## config.mk

```make
export PLATFORM = sky130hd
export DESIGN_NAME = bpps_ctrl
export DESIGN_NICKNAME = d
export VERILOG_FILES = /design/src/bpps_pkg.sv /design/src/bpps_ctrl.sv /design/src/bpps_mv_conv.sv
export VERILOG_INCLUDE_DIRS = /design/src
export SDC_FILE = /design/constraint.sdc
export NUM_CORES = 1
export LEC_CHECK = 0
export BUFFER_PORTS_ARGS = -buffer_cell sky130_fd_sc_hd__buf_2
export CELL_PAD_IN_SITES_DETAIL_PLACEMENT = 1
export CELL_PAD_IN_SITES_GLOBAL_PLACEMENT = 1
export CORE_MARGIN = 2
export CORE_UTILIZATION = 33
export DETAILED_ROUTE_END_ITERATION = 8
export PLACE_DENSITY = 0.69
export SLEW_MARGIN = 40
export SYNTH_ARGS = -nofsm -noshare
export SYNTH_HDL_FRONTEND = slang
export SYNTH_SLANG_ARGS = --single-unit
```

## constraint.sdc

```tcl
create_clock -name ref_clk -period 10.3 [get_ports ref_clk]
set_input_delay 1.03 -clock ref_clk [delete_from_list [all_inputs] [get_ports ref_clk]]
set_output_delay 1.03 -clock ref_clk [all_outputs]
set_load 0.1 [all_outputs]
```

## src/bpps_defs.svh

```systemverilog
// Purpose: constants for the buck pair phase and set-point controller
// Assumes: apb byte addresses, 40 MHz ref_clk
// Notes: codes and offsets are used by the controller and its converter
//
// How it works
// - phase code 00 or 01 single phase, 10 dual phase, 11 independent
// - single phase: nodes tied, feedback from A only, A governs output
// - dual phase: regulators switch 180 degrees apart, feedback from A only
// - independent: each regulator follows only its own registers
// - range bit 6 of normal set point reads back, ignores writes
// - range 0: code maps to 0.40 V plus 25 mV steps
// - range 1: code maps to 0.800 V plus 50 mV steps, 3.300 V max
// - three six-bit set points per regulator, chosen by operating mode
// - range bit copied into bit 6 of standby and sleep fields
`ifndef BPPS_DEFS_SVH
`define BPPS_DEFS_SVH

`define BPPS_OFF_CFG        8'h00
`define BPPS_OFF_A_NORMAL   8'h04
`define BPPS_OFF_B_SLEEP    8'h18
`define BPPS_OFF_STATUS     8'h1c

`define BPPS_RST_CODE       6'h00
`define BPPS_RST_PHASE_CFG  2'h0
`define BPPS_RST_RANGE      1'h0

`define BPPS_RANGE_BIT      6
`define BPPS_CFG_RANGE_A    2
`define BPPS_CFG_RANGE_B    3
`define BPPS_STAT_B_LSB     8

`define BPPS_LOW_BASE_MV    12'd400
`define BPPS_LOW_STEP_MV    12'd25
`define BPPS_HIGH_BASE_MV   12'd800
`define BPPS_HIGH_STEP_MV   12'd50
`define BPPS_HIGH_MAX_MV    12'd3300

`define BPPS_CLK_MHZ        40
`define BPPS_SW_PERIOD_NS   500
`define BPPS_SW_PERIOD_CYC  ((`BPPS_SW_PERIOD_NS * `BPPS_CLK_MHZ) / 1000)
`define BPPS_SW_HALF_CYC    (`BPPS_SW_PERIOD_CYC / 2)
`define BPPS_STRAP_WAIT     2'd2

`endif

```

## src/bpps_pkg.sv

```systemverilog
// Purpose: types for the buck pair phase and set-point controller
// Assumes: nothing beyond the defs header
// Notes: enum codes are written out
package bpps_pkg;

    typedef enum logic [1:0] {
        BPPS_SINGLE = 2'b00,
        BPPS_DUAL   = 2'b01,
        BPPS_INDEP  = 2'b10
    } bpps_phase_t;

    typedef enum logic [1:0] {
        BPPS_NORMAL  = 2'b00,
        BPPS_STANDBY = 2'b01,
        BPPS_SLEEP   = 2'b10
    } bpps_mode_t;

    typedef struct packed {
        logic        psel;
        logic        penable;
        logic        pwrite;
        logic [7:0]  paddr;
        logic [31:0] pwdata;
    } bpps_apb_req_t;

    typedef struct packed {
        logic       range;
        logic [5:0] code;
    } bpps_target_t;

endpackage

```

## src/bpps_ctrl.sv

```systemverilog
// Purpose: phase configuration and set-point registers for buck pair A and B
// Assumes: apb master on ref_clk; straps and mode pins are asynchronous
// Notes: zero-wait apb slave; straps are caught once, on the third edge after reset
`timescale 1ns/100ps
`include "bpps_defs.svh"
module bpps_ctrl (
    // clock and reset
    input  wire logic                   ref_clk,
    input  wire logic                   rst_n,
    // apb slave
    input  wire bpps_pkg::bpps_apb_req_t apb_req,
    output logic [31:0]                 prdata,
    output logic                        pready,
    output logic                        pslverr,
    // one-time-programmable straps and mode pins
    input  wire logic [1:0]             otp_phase_cfg,
    input  wire logic                   otp_range_a,
    input  wire logic                   otp_range_b,
    input  wire logic                   standby_req,
    input  wire logic                   sleep_req,
    // regulator control
    output bpps_pkg::bpps_target_t      target_a,
    output bpps_pkg::bpps_target_t      target_b,
    output logic [11:0]                 target_a_mv,
    output logic [11:0]                 target_b_mv,
    output logic [1:0]                  target_reserved,
    output logic                        nodes_tied,
    output logic                        fb_from_a_only,
    output logic                        phase_tick_a,
    output logic                        phase_tick_b
);
    import bpps_pkg::*;

    localparam int HALF_CYC = `BPPS_SW_HALF_CYC;

    // setpoint index: 3'd0..5 = A normal, standby, sleep, B normal, standby, sleep
    function automatic logic [2:0] bpps_sp_index(input logic [7:0] addr);
        if (addr >= `BPPS_OFF_A_NORMAL && addr <= `BPPS_OFF_B_SLEEP && addr[1:0] == 2'b00)
            return 3'(addr[7:2] - 6'd1);
        return 3'd7;
    endfunction

    function automatic bpps_phase_t bpps_decode_cfg(input logic [1:0] code);
        unique case (code)
            2'b00, 2'b01: return BPPS_SINGLE;
            2'b10:        return BPPS_DUAL;
            2'b11:        return BPPS_INDEP;
        endcase
    endfunction

    // pin synchronisers: stage one feeds stage two only
    logic [5:0]  sync1_r;
    logic [5:0]  sync2_r;
    logic [1:0]  strap_cnt_r;
    logic        loaded_r;
    logic [1:0]  phase_code_r;
    logic        range_a_r;
    logic        range_b_r;
    bpps_mode_t  mode_r;
    bpps_mode_t  mode_nxt;
    logic [5:0]  setpt_r [0:5];
    logic [31:0] prdata_nxt;
    logic        err_nxt;
    logic [4:0]  sw_cnt_r;
    logic        tied_nxt;
    logic        fb_nxt;
    logic        tick_b_nxt;

    bpps_phase_t  cfg;
    bpps_target_t tgt_a_nxt;
    bpps_target_t tgt_b_nxt;
    logic         paired;
    logic         setup;
    logic         wr_en;
    logic [2:0]   wr_idx;
    logic [2:0]   rd_idx;
    logic [2:0]   sel_a;
    logic [2:0]   sel_b;

    always_ff @(posedge ref_clk) begin
        if (!rst_n) begin
            sync1_r <= 6'h00;
            sync2_r <= 6'h00;
        end else begin
            sync1_r <= {otp_phase_cfg, otp_range_a, otp_range_b, standby_req, sleep_req};
            sync2_r <= sync1_r;
        end
    end

    // straps caught once after the synchroniser has filled
    always_ff @(posedge ref_clk) begin
        if (!rst_n) begin
            strap_cnt_r  <= 2'd0;
            loaded_r     <= 1'b0;
            phase_code_r <= `BPPS_RST_PHASE_CFG;
            range_a_r    <= `BPPS_RST_RANGE;
            range_b_r    <= `BPPS_RST_RANGE;
        end else if (!loaded_r) begin
            strap_cnt_r <= strap_cnt_r + 2'd1;
            if (strap_cnt_r == `BPPS_STRAP_WAIT) begin
                loaded_r     <= 1'b1;
                phase_code_r <= sync2_r[5:4];
                range_a_r    <= sync2_r[3];
                range_b_r    <= sync2_r[2];
            end
        end
    end

    // sleep outranks standby when both pins are high
    assign mode_nxt = sync2_r[0] ? BPPS_SLEEP : (sync2_r[1] ? BPPS_STANDBY : BPPS_NORMAL);

    always_ff @(posedge ref_clk) begin
        if (!rst_n)
            mode_r <= BPPS_NORMAL;
        else
            mode_r <= mode_nxt;
    end

    // apb decode; pready is immediate so each transfer is two cycles
    assign setup  = apb_req.psel && !apb_req.penable;
    assign pready = apb_req.psel && apb_req.penable;
    assign wr_en  = pready && apb_req.pwrite && !pslverr;
    assign wr_idx = bpps_sp_index(apb_req.paddr);
    assign rd_idx = wr_idx;
    assign cfg    = bpps_decode_cfg(phase_code_r);
    assign paired = (cfg != BPPS_INDEP);

    // only the six code bits are stored; bit 6 is never writable
    generate
        for (genvar i = 0; i < 6; i++) begin : g_setpt
            always_ff @(posedge ref_clk) begin
                if (!rst_n)
                    setpt_r[i] <= `BPPS_RST_CODE;
                else if (wr_en && wr_idx == 3'(i))
                    setpt_r[i] <= apb_req.pwdata[5:0];
            end
        end
    endgenerate

    // bit 6 of every field of a regulator reads its single range bit
    always_comb begin
        prdata_nxt = 32'h0000_0000;
        err_nxt    = 1'b0;
        if (rd_idx != 3'd7) begin
            prdata_nxt[`BPPS_RANGE_BIT]  = (rd_idx < 3'd3) ? range_a_r : range_b_r;
            prdata_nxt[5:0]              = setpt_r[rd_idx];
        end else if (apb_req.paddr == `BPPS_OFF_CFG) begin
            prdata_nxt[1:0]              = phase_code_r;
            prdata_nxt[`BPPS_CFG_RANGE_A] = range_a_r;
            prdata_nxt[`BPPS_CFG_RANGE_B] = range_b_r;
            prdata_nxt[5:4]              = mode_r;
        end else if (apb_req.paddr == `BPPS_OFF_STATUS) begin
            prdata_nxt[6:0]              = target_a;
            prdata_nxt[`BPPS_STAT_B_LSB +: 7] = target_b;
        end else begin
            err_nxt = 1'b1;
        end
    end

    always_ff @(posedge ref_clk) begin
        if (!rst_n) begin
            prdata  <= 32'h0000_0000;
            pslverr <= 1'b0;
        end else if (setup) begin
            prdata  <= apb_req.pwrite ? 32'h0000_0000 : prdata_nxt;
            pslverr <= err_nxt;
        end
    end

    // field picked by mode; follows mode every cycle
    assign sel_a = 3'(mode_r);
    // independent B uses its own fields
    assign sel_b = paired ? sel_a : 3'(3'd3 + 3'(mode_r));
    assign tgt_a_nxt = '{range: range_a_r, code: setpt_r[sel_a]};
    // in paired modes A's control governs B as well
    assign tgt_b_nxt = paired ? tgt_a_nxt : '{range: range_b_r, code: setpt_r[sel_b]};

    assign tied_nxt = (cfg == BPPS_SINGLE);
    assign fb_nxt   = paired;
    // dual phase fires B half a period after A
    assign tick_b_nxt = (cfg == BPPS_DUAL) ? (sw_cnt_r == 5'(HALF_CYC)) : (sw_cnt_r == 5'd0);

    always_ff @(posedge ref_clk) begin
        if (!rst_n) begin
            target_a       <= '{range: 1'b0, code: `BPPS_RST_CODE};
            target_b       <= '{range: 1'b0, code: `BPPS_RST_CODE};
            nodes_tied     <= 1'b0;
            fb_from_a_only <= 1'b0;
            sw_cnt_r       <= 5'd0;
            phase_tick_a   <= 1'b0;
            phase_tick_b   <= 1'b0;
        end else begin
            target_a       <= tgt_a_nxt;
            target_b       <= tgt_b_nxt;
            nodes_tied     <= tied_nxt;
            fb_from_a_only <= fb_nxt;
            sw_cnt_r       <= (sw_cnt_r == 5'(`BPPS_SW_PERIOD_CYC - 1)) ? 5'd0 : sw_cnt_r + 5'd1;
            phase_tick_a   <= (sw_cnt_r == 5'd0);
            phase_tick_b   <= tick_b_nxt;
        end
    end

    generate
        for (genvar r = 0; r < 2; r++) begin : g_conv
            bpps_mv_conv u_conv (
                .ref_clk  (ref_clk),
                .rst_n    (rst_n),
                .target   (r == 0 ? target_a : target_b),
                .mv       (),
                .reserved (target_reserved[r])
            );
        end
    endgenerate

    bpps_mv_conv u_mv_a (
        .ref_clk  (ref_clk),
        .rst_n    (rst_n),
        .target   (target_a),
        .mv       (target_a_mv),
        .reserved ()
    );

    bpps_mv_conv u_mv_b (
        .ref_clk  (ref_clk),
        .rst_n    (rst_n),
        .target   (target_b),
        .mv       (target_b_mv),
        .reserved ()
    );
endmodule // bpps_ctrl

```

## src/bpps_mv_conv.sv

```systemverilog
// Purpose: turn an active set point into its output voltage in millivolts
// Assumes: target comes from flip-flops on ref_clk
// Notes: reserved high-range codes clamp to the top voltage and flag it
`timescale 1ns/100ps
`include "bpps_defs.svh"
module bpps_mv_conv (
    // clock and reset
    input  wire logic                  ref_clk,
    input  wire logic                  rst_n,
    // set point in, voltage out
    input  wire bpps_pkg::bpps_target_t target,
    output logic [11:0]                mv,
    output logic                       reserved
);
    import bpps_pkg::*;

    logic [11:0] low_mv;
    logic [11:0] high_mv;
    logic [11:0] mv_nxt;
    logic        rsv_nxt;

    assign low_mv  = 12'(`BPPS_LOW_BASE_MV + `BPPS_LOW_STEP_MV * 12'(target.code));
    assign high_mv = 12'(`BPPS_HIGH_BASE_MV + `BPPS_HIGH_STEP_MV * 12'(target.code));
    assign rsv_nxt = target.range && (high_mv > `BPPS_HIGH_MAX_MV);
    assign mv_nxt  = !target.range ? low_mv : (rsv_nxt ? `BPPS_HIGH_MAX_MV : high_mv);

    always_ff @(posedge ref_clk) begin
        if (!rst_n) begin
            mv       <= `BPPS_LOW_BASE_MV;
            reserved <= 1'b0;
        end else begin
            mv       <= mv_nxt;
            reserved <= rsv_nxt;
        end
    end
endmodule // bpps_mv_conv

```

## After elaboration in Yosys (flattened, before gate mapping)

Memory sizes are Yosys's and may differ from the RTL's.
Cells that the tools add are included.

- Bits in registers: 103
- Bits in writable memories: 36
- Input port bits: 51
- Memories kept: 1

- Add/sub/neg operators: 8
- Multiply operators: 4
- Magnitude comparators: 5
- Equality and inequality tests: 15
- Muxes and demuxes: 52
- Bitwise gates (word level): 8
- Reduce and logical (&&, ||, !) cells: 26

Memories:

| memory | depth | bits a word | rd ports | clocked after memory_dff | write ports | line | text |
|---|---|---|---|---|---|---|---|
| setpt_r | 6 | 6 | 3 | 0 | 6 | bpps_ctrl.sv:61 | `logic [5:0] setpt_r [0:5];` |

Operators by type and width:

| operator | count |
|---|---|
| $mux W12 | 4 |
| $mul A5 B6 Y11 const A | 4 |
| $mux W6 | 7 |
| $mux W7 | 6 |
| $mux W1 | 29 |
| $add A10 B12 Y12 const A | 2 |
| $add A9 B11 Y12 const A | 2 |
| $gt A12 B12 Y1 const B | 2 |
| $mux W15 | 1 |
| $logic_and A1 B1 Y1 | 14 |
| $mux W3 | 3 |
| $eq A8 B5 Y1 const B | 1 |
| $ge A8 B3 Y1 const B | 1 |
| $le A8 B5 Y1 const B | 1 |
| $logic_not A8 Y1 | 1 |
| $eq A2 B2 Y1 const B | 3 |
| $eq A3 B2 Y1 const B | 2 |
| $eq A3 B3 Y1 const B | 2 |
| $logic_not A2 Y1 | 3 |
| $or A1 B1 Y1 | 6 |
| $pmux W2 S3 | 1 |
| $reduce_or A2 Y1 | 3 |
| $add A5 B1 Y5 const B | 1 |
| $eq A5 B4 Y1 const B | 1 |
| 15 further kinds | 18 |

## Depth between registers and ports, before layout

Gate-level depths: netlist (run 1).

- Word-level depth: 11
- Gate-level depth with buffers: 15
- Gate-level depth less buffers: 15

## Hierarchy

From an unflattened synthesis (run 1), not the netlist that was laid out.

- Cells, all modules: 1168
- Area, all modules: 11267.1 um2

Modules (own cells, without submodules):

| module | times used | cells an instance | area each (um2) | seq. area each (um2) |
|---|---|---|---|---|
| bpps_mv_conv | 4 | 173 | 1600.3 | 260.2 |
| bpps_ctrl | 1 | 476 | 4865.9 | 2262.2 |

## Least setup slack after synthesis (run 1)

OpenSTA, ideal clock, no wires.

- Path type: register to register
- From: reg target_b[1] (netlist bit)
- To: reg u_mv_b.mv[5]
- Library setup time: 0.119 ns
- Arrival: 4.362 ns
- Setup slack: 5.819 ns
- Cell stages (with the launch flop): 14
- Path buffers: 0
- Cells stage by stage: dfxtp_1 inv_1 ha_1 ha_1 ha_1 fa_1 a211oi_2 a21oi_2 xnor2_1 mux2_2 o22a_1 o22ai_1 o21ai_2 o221a_2

- Word-level cells in the longest chain between the ends: 6

RTL lines:

| item | line | text |
|---|---|---|
| start: declaration | bpps_ctrl.sv:23 | `output bpps_pkg::bpps_target_t target_b,` |
| start signal: assignment | bpps_ctrl.sv:186 | `` target_b <= '{range: 1'b0, code: `BPPS_RST_CODE}; `` |
| start signal: assignment | bpps_ctrl.sv:194 | `target_b <= tgt_b_nxt;` |
| $mul A5 B6 Y11 (no source line) | -- |  |
| $add A10 B12 Y12 (no source line) | -- |  |
| $gt A12 B12 Y1 (no source line) | -- |  |
| $logic_and A1 B1 Y1 | bpps_mv_conv.sv:24 | `` assign rsv_nxt = target.range && (high_mv > `BPPS_HIGH_MAX_MV); `` |
| $mux W12 | bpps_mv_conv.sv:25 | `` assign mv_nxt = !target.range ? low_mv : (rsv_nxt ? `BPPS_HIGH_MAX_MV : high_mv); `` |
| $mux W12 (*) | bpps_mv_conv.sv:25 |  |
| end signal: assignment | bpps_mv_conv.sv:29 | `` mv <= `BPPS_LOW_BASE_MV; `` |
| end signal: assignment | bpps_mv_conv.sv:32 | `mv <= mv_nxt;` |
| end: declaration | bpps_mv_conv.sv:12 | `output logic [11:0] mv,` |

Mark *: on every way between the ends. The rest lies on a longest branch, timed or not.
A chain may end at the register's enable or synchronous reset.

## Worst setup path in the final report (run 1)

Ends and elaborated chain as after synthesis.

==> impl_results.md, run 1 <==
- Run status: finished, final reports clean
- Worst Setup End Kind: flop
- Pin count of the biggest net entering global routing: 93
- Post-CTS Resized: 0
- Hold worst-path end: sync2_r[2]
- RSZ-0062 raised after global routing: false
- Vias in the first global route: 6092
- Critical path peak fanout: 8
- EDFF count, synth: 36
- Setup bufs post-CTS: 0
- Max VDD drop: 0.07799 mV
- Hold Path Stages: 1
- HPWL Detailed: 14.93 mm
- Clk sink count: 121
- Vias post-DR: 5843
- Async set-reset flop share out of synthesis: 0%
- Post-Syn Instances: 795
- Fmax: 231.6 MHz
- Synth Flop Type: dfxtp_1
- Reg2reg start: target_b[1]
- Hold Startpoint: sync1_r[2]
- Syn. warnings: 0
- Max_cap viols: 0
- Distinct cells, synth: 77
- Leak: 4.080 nW
- Sequential-to-total area share from yosys stat: about 35%
- Hold_buf cts: 0
- CP required: between 10 and 15 ns
- Fillers: approximately 2700
- DRC: 0
- Critical path type: flop to flop
- Worst-path clk slew: 0.05 ns
- Fin worst setup slack: 5.982 ns
- Nets: between 1000 and 1500
- Antenna cells: 0
- Syn_area_per_cell: 9.884 sq um
- Antenna-violating nets left: 0
- CTS tree: yes
- Critical Path AT: 4.62 ns
- CTS H-tree depth: 4
- Synthesized area: 0.007858 sq mm
- IO buf count: between 80 and 90
- Die H: about 160 um
- Finish-stage setup viols: 0
- Inserted Clock Buffers: 17
- Vias per Instance: 4.861
- Post-placement setup slack: 5.976 ns
- Clock buffer depth: 2
- Seq cells post-synth: roughly 120
- Min-delay worst type: flop to flop
- Area grow syn2layout: 15.97%
- Starting Density: about a third
- Setup Skew: 0.01383 ns
- Setup slack, reg-to-reg: ~6 ns
- First-pass DRT Iterations: 4
- Core region area: 0.02340 sq mm
- Reg2reg end: u_mv_b.mv[5]
- PD cells: 164.3 mW/mm^2
- Layout cells sized above 1: 16.76%
- Initial DRC Count: approximately 190
- Setup TNS: 0 ns
- Slew @ Worst Pin: slightly above 0.8 ns
- DIE AREA: around 0.025 sq mm
- First-pass GRT wire length: 31.13 mm
- Initial antenna violation count: 0
- Final max-slew violation count: 0
- Rows: 56
- WL final: about 19 mm
- Crit start category: flop
- Total gr overflow: 0
- GPL Wtd Cong: 0.8280
- Final min period: ~4.3 ns
- Fin crit share: 41.92%
- Worst skew pair latency: 0.42 ns
- Ports: around 130
- Final Hold Viols: 0
- GRT Total Usage: 16.08%
- Die X: around 160 um
- Drt wl/cell: approximately 16 um
- Worst rel slew slack: 45.75%
- Root Buffer: clkbuf_16
- Path depth of the worst reg2reg path: 13
state kept, by name, indices dropped and copies added, names as in the netlist, 5 cells and up:
register,flops
target_b,7
sync2_r,6
prdata,14
sync1_r,6
u_mv_a.mv,12
u_mv_b.mv,12
target_a,7
sw_cnt_r,5
setpt_r,36
cell families after synthesis:
kind of cell | synth area share [%]
DFF | 35.41
muxes | 6.306
and+or+nand+nor | 17.09
adders and majority gates | 18.12
buffers and inverters | 6.019
other | 0.04772
AOI/OAI and AO/OA | 13.44
xor gates and xnor gates | 3.567
final cells by class:
| type | instances | area [sq um] | share of cell area [%] |
|---|---|---|---|
| Multi-Input combinational cell | 594 | 4693 | 51.50 |
| Sequential cell | 121 | 2784 | 30.55 |
| Clock buffer | 24 | 471.7 | 5.176 |
| Timing Repair Buffer | 88 | 462.9 | 5.080 |
| Tap cell | 319 | 399.1 | 4.380 |
| Inverter | 48 | 180.2 | 1.977 |
| Clock inverter | 8 | 121.4 | 1.332 |
routing by layer:
metal	vias up	part of all wire, %	track usage [%]
met2	118	48	27.47
li1	2913	-	-
met3	29	3.8	3.130
met5	-	0	0
met1	2783	47	20.11
met4	0	1.9	6.092
Yosys cell counts (all sizes together) (19+ instances only):
cell | count | share of area (%)
ha | 101 | 16
dfxtp | 85 | 22
and2 | 73 | 5.8
nand2 | 55 | 2.7
inv | 48 | 2.3
o21ai | 44 | 2.9
nor2 | 37 | 1.8
edfxtp | 36 | 14
a21oi | 28 | 1.8
buf | 25 | 2.2
clkbuf | 23 | 1.4
mux2i | 21 | 2.7
xnor2 | 20 | 2.2
nor2b | 19 | 1.5
through the flow:
stage | power (mW) | std cells | instance area, sq um | hold WS, ns | util, %
after floorplan | 0.8410 | 812 | 7921 | 0.4119 | -
after global placement | 0.8994 | 1169 | 8471 | 0.4166 | 36.20
after detailed placement | 0.9065 | 1169 | 8498 | 0.4203 | 36.31
after CTS | 1.514 | 1201 | 9091 | 0.4357 | 38.85
after global routing | 1.572 | 1202 | 9112 | 0.4601 | 38.94
final | 1.497 | 1202 | 9112 | 0.4308 | 38.94
cell usage in the layout, fill, tap and decap left out, types with 4 or more instances in the layout:
cell type  Yosys  routed
o21ai_0       42      39
o2111ai_1      4       4
nand2_1       54      54
o21ai_1        1       4
nor3_1         6       5
a32o_1         4       4
a22oi_1        8       8
o21a_1         4       4
nand2b_1       8       8
clkbuf_1      20       5
clkbuf_16      0      17
inv_1         48      48
a21boi_0       4       4
a21oi_1       27      27
dfxtp_1       85      84
a211oi_1       5       5
conb_1         1      18
xnor2_1       20      19
a31oi_1        7       7
mux4_2        11      11
buf_2          4      84
o22ai_1        7       7
and3_1         4       4
fa_1           8       8
xor2_1        12      12
a21o_1        10      10
nor3b_1        8       8
nor2_1        37      37
mux2i_1       21      21
and2_1        72      72
ha_1         101     101
nor2b_1       19      19
edfxtp_1      36      36
nand3_1       15      15
critical path, stage by stage (launching register included):
cell and delay [ns]:
dfxtp_1 0.54, inv_1 0.12, ha_1 0.34, ha_1 0.31, ha_1 0.33, fa_1 0.49
a211oi_2 0.31, a21oi_2 0.09, xnor2_1 0.36, mux2_2 0.39, o22a_1 0.20, o22ai_1 0.29
o21ai_2 0.16, o221a_2 0.29
worst max-delay path by stage:
| stage | slack [ns] | endpoint | cells past startpoint | from |
|---|---|---|---|---|
| 4_1_cts | 5.96 | u_mv_b.mv[5] | 13 | target_b[1] |
| 3_5_place_dp | 5.98 | u_mv_b.mv[5] | 13 | target_b[1] |
| 3_3_place_gp | 6.06 | u_mv_b.mv[5] | 13 | target_b[1] |
| 6_report | 5.98 | u_mv_b.mv[5] | 13 | target_b[1] |
| 2_1_floorplan | 5.82 | u_mv_b.mv[5] | 13 | target_b[1] |
| 5_1_grt | 5.71 | u_mv_b.mv[5] | 13 | target_b[1] |
power by group:
| group | internal (mW) | switching [mW] | leakage, nW |
|---|---|---|---|
| logic | 0.102 | 0.253 | 2.72 |
| registers | 0.518 | 0.0230 | 1.07 |
| clock network | 0.392 | 0.209 | 0.288 |
| total | 1.01 | 0.484 | 4.08 |
Note: power is estimated with default switching activity, not from simulation.
==> inputs of run 2 (changes only) <==
- PLACE_DENSITY: 0.69 -> 0.72
- clock period: 10.3 -> 3.64 ns (I/O delays scaled with it)
==> run 2 against run 1 <==
  * Worst hold slack worse by 0.28 ns
  * Power rose to 2.9 times the previous value
  * Core utilization increased by 2.1 points
==> impl_results.md, run 2 (synthesized netlist as in run 1, its figures left out) <==
- Final max-slew violation count: 0 (unchanged)
- Total gr overflow: 0 (unchanged)
- First-pass GRT wire length: 32.53 mm (+4.5%)
- Rows: 56 (unchanged)
- Max reg flops: 36 (unchanged)
- Worst rel slew slack: 49.11% (+3.4 points)
- Antenna-violating nets left: 0 (unchanged)
- Fillers: 2668 (-0.93%)
- Critical path type: flop to flop
- Vias post-DR: 6110 (+4.6%)
- Worst skew pair latency: 0.42 ns (about the same)
- Drt wl/cell: 16.73 um (+4.9%)
- Antenna cells: 0 (unchanged)
- Clock buffer depth: 2 (unchanged)
- DRC: 0 (unchanged)
- Finish-stage setup viols: 0 (unchanged)
- CTS tree: yes
- Inserted Clock Buffers: 17 (unchanged)
- GRT Total Usage: 16.90% (+0.81 points)
- Setup Skew: 0.008574 ns (-0.005258 ns)
- Initial antenna violation count: 0 (unchanged)
- HPWL Detailed: 15.66 mm (+4.9%)
- Most frequent cells in the layout: ha_1, buf_2, dfxtp_1
- Setup TNS: 0 ns (unchanged)
- Vias per Instance: 4.955 (+1.9%)
- CP required: 4.00 ns (-6.60 ns)
- Most common cell after layout, fill and taps aside: ha_1
- Pin count of the biggest net entering global routing: 58 (-38%)
- Vias in the first global route: 6208 (+1.9%)
- Fin crit share: 97.37% (+55 points)
- Die H: 158.3 um (unchanged)
- Max VDD drop: 0.2537 mV (+230%)
- PD cells: 450.5 mW/mm^2 (+170%)
- Final min period: 3.544 ns (-0.7739 ns)
- Final Hold Viols: 0 (unchanged)
- Root Buffer: clkbuf_16
- IO buf count: 84 (unchanged)
- Worst Setup End Kind: flop
- Layout cells sized above 1: 23.85% (+7.1 points)
- Worst-path clk slew: 0.06 ns (about the same)
- GPL Wtd Cong: 0.8643 (+4.4%)
- Crit start category: flop
- Clk sink count: 121 (unchanged)
- First-pass DRT Iterations: 4 (unchanged)
- Fmax: 282.2 MHz (+22%)
- Hold_buf cts: 0 (unchanged)
- Path depth of the worst reg2reg path: 13 (unchanged)
- Fin cells: 1233 (+2.6%)
- Most flop-heavy register: setpt_r
- Leak: 4.250 nW (+4.2%)
- Critical Path AT: 3.91 ns (-0.71 ns)
- Critical path peak fanout: 6 (-2)
- Core region area: 0.02340 sq mm (unchanged)
- Area grow syn2layout: 22.12%
- Starting Density: 33.58% (unchanged)
- DIE AREA: 0.02506 sq mm (unchanged)
- Ports: 129 (unchanged)
- Min-delay worst type: input pin to flop
- Largest registers: setpt_r x36, prdata x14
- Nets: 1061 (+3.0%)
- CTS H-tree depth: 4 (unchanged)
- Slew @ Worst Pin: 0.7554 ns (-0.04981 ns)
- Run status: finished, final reports clean
- Die X: 158.3 um (unchanged)
- Max_cap viols: 0 (unchanged)
- Post-route core utilization: 41.00% (+2.1 points)
- Placed instance count: 1197 (+2.4%)
- Hold Path Stages: 2 (+1)
- WL final: 20.63 mm (+7.6%)
- Initial DRC Count: 245 (+30%)
==> run 2: cell count changes in the layout (fill, tap and decap cells not counted), sizes merged <==
| cell | before | now |
|---|---|---|
| inv | 48 | 51 |
| clkinv | 4 | 7 |
| buf | 88 | 119 |
| clkbuf | 24 | 19 |
| bufinv | 3 | 2 |
==> run 2: timing repair <==
action                                  4_1_cts  5_1_grt
resized for setup                             5       23
endpoints found under the setup margin       10       18
hold endpoints to repair                      0        0
setup buffers                                 0        4
pin swaps                                     4       13
==> run 2: layer usage <==
layer / vias up / routed length (um) / track usage, %
li1: 2983 / - / -
met3: 25 / 686 / 3.511
met4: 0 / 412 / 5.963
met2: 122 / 10310 / 29.88
met1: 2980 / 9212 / 20.32
met5: - / 0 / 0
==> run 2: metrics by stage <==
| stage | cell area [sq um] | worst slack [ns] | total power [mW] | hold WS [ns] |
|---|---|---|---|---|
| after global placement | 8776 | 0.06028 | 2.575 | 0.4175 |
| after CTS | 9404 | 0.02246 | 4.336 | 0.1288 |
| final | 9595 | 0.09579 | 4.323 | 0.1520 |
| after floorplan | 8004 | 0.005828 | 2.383 | 0.4119 |
| after detailed placement | 8777 | -0.03022 | 2.598 | 0.4234 |
| after global routing | 9595 | -0.03404 | 4.518 | 0.1431 |
==> run 2: path summary, 6_finish.rpt <==
path | slack (ns) | endpoint | start
worst max-delay path | 0.1 | u_mv_b.mv[5] | target_b[1]
worst max register to register | 0.1 | u_mv_b.mv[5] | target_b[1]
worst min-delay path | 0.15 | sync1_r[5] | otp_phase_cfg[1]
worst min register to register | 0.43 | sync2_r[2] | sync1_r[2]
==> run 2: area by class of cell <==
type | count | area, sq um | area share [%]
clock inverters | 13 | 142.6 | 1.487
clock buffers | 19 | 454.2 | 4.733
flip-flops and latches | 121 | 2828 | 29.47
multi-input cells | 594 | 4896 | 51.02
well taps | 319 | 399.1 | 4.160
inverters | 48 | 180.2 | 1.878
repair buffers | 119 | 695.7 | 7.250
==> run 2: critical path: stages, from the launching register on <==
cell and delay [ns]:
dfxtp_4 0.37, inv_2 0.04, ha_1 0.34, ha_4 0.30, ha_4 0.20, fa_2 0.42
a211oi_4 0.33, a21oi_4 0.08, a41o_1 0.28, or2_4 0.29, nor3b_4 0.26, o22ai_4 0.12
o21ai_4 0.25, o221a_2 0.22
==> run 2: report_power, final <==
group,leakage [nW],internal [mW],total (mW),switching (mW)
registers,1.08,1.46,1.51,0.0525
logic,2.88,0.335,1.10,0.761
clock network,0.291,1.05,1.71,0.659
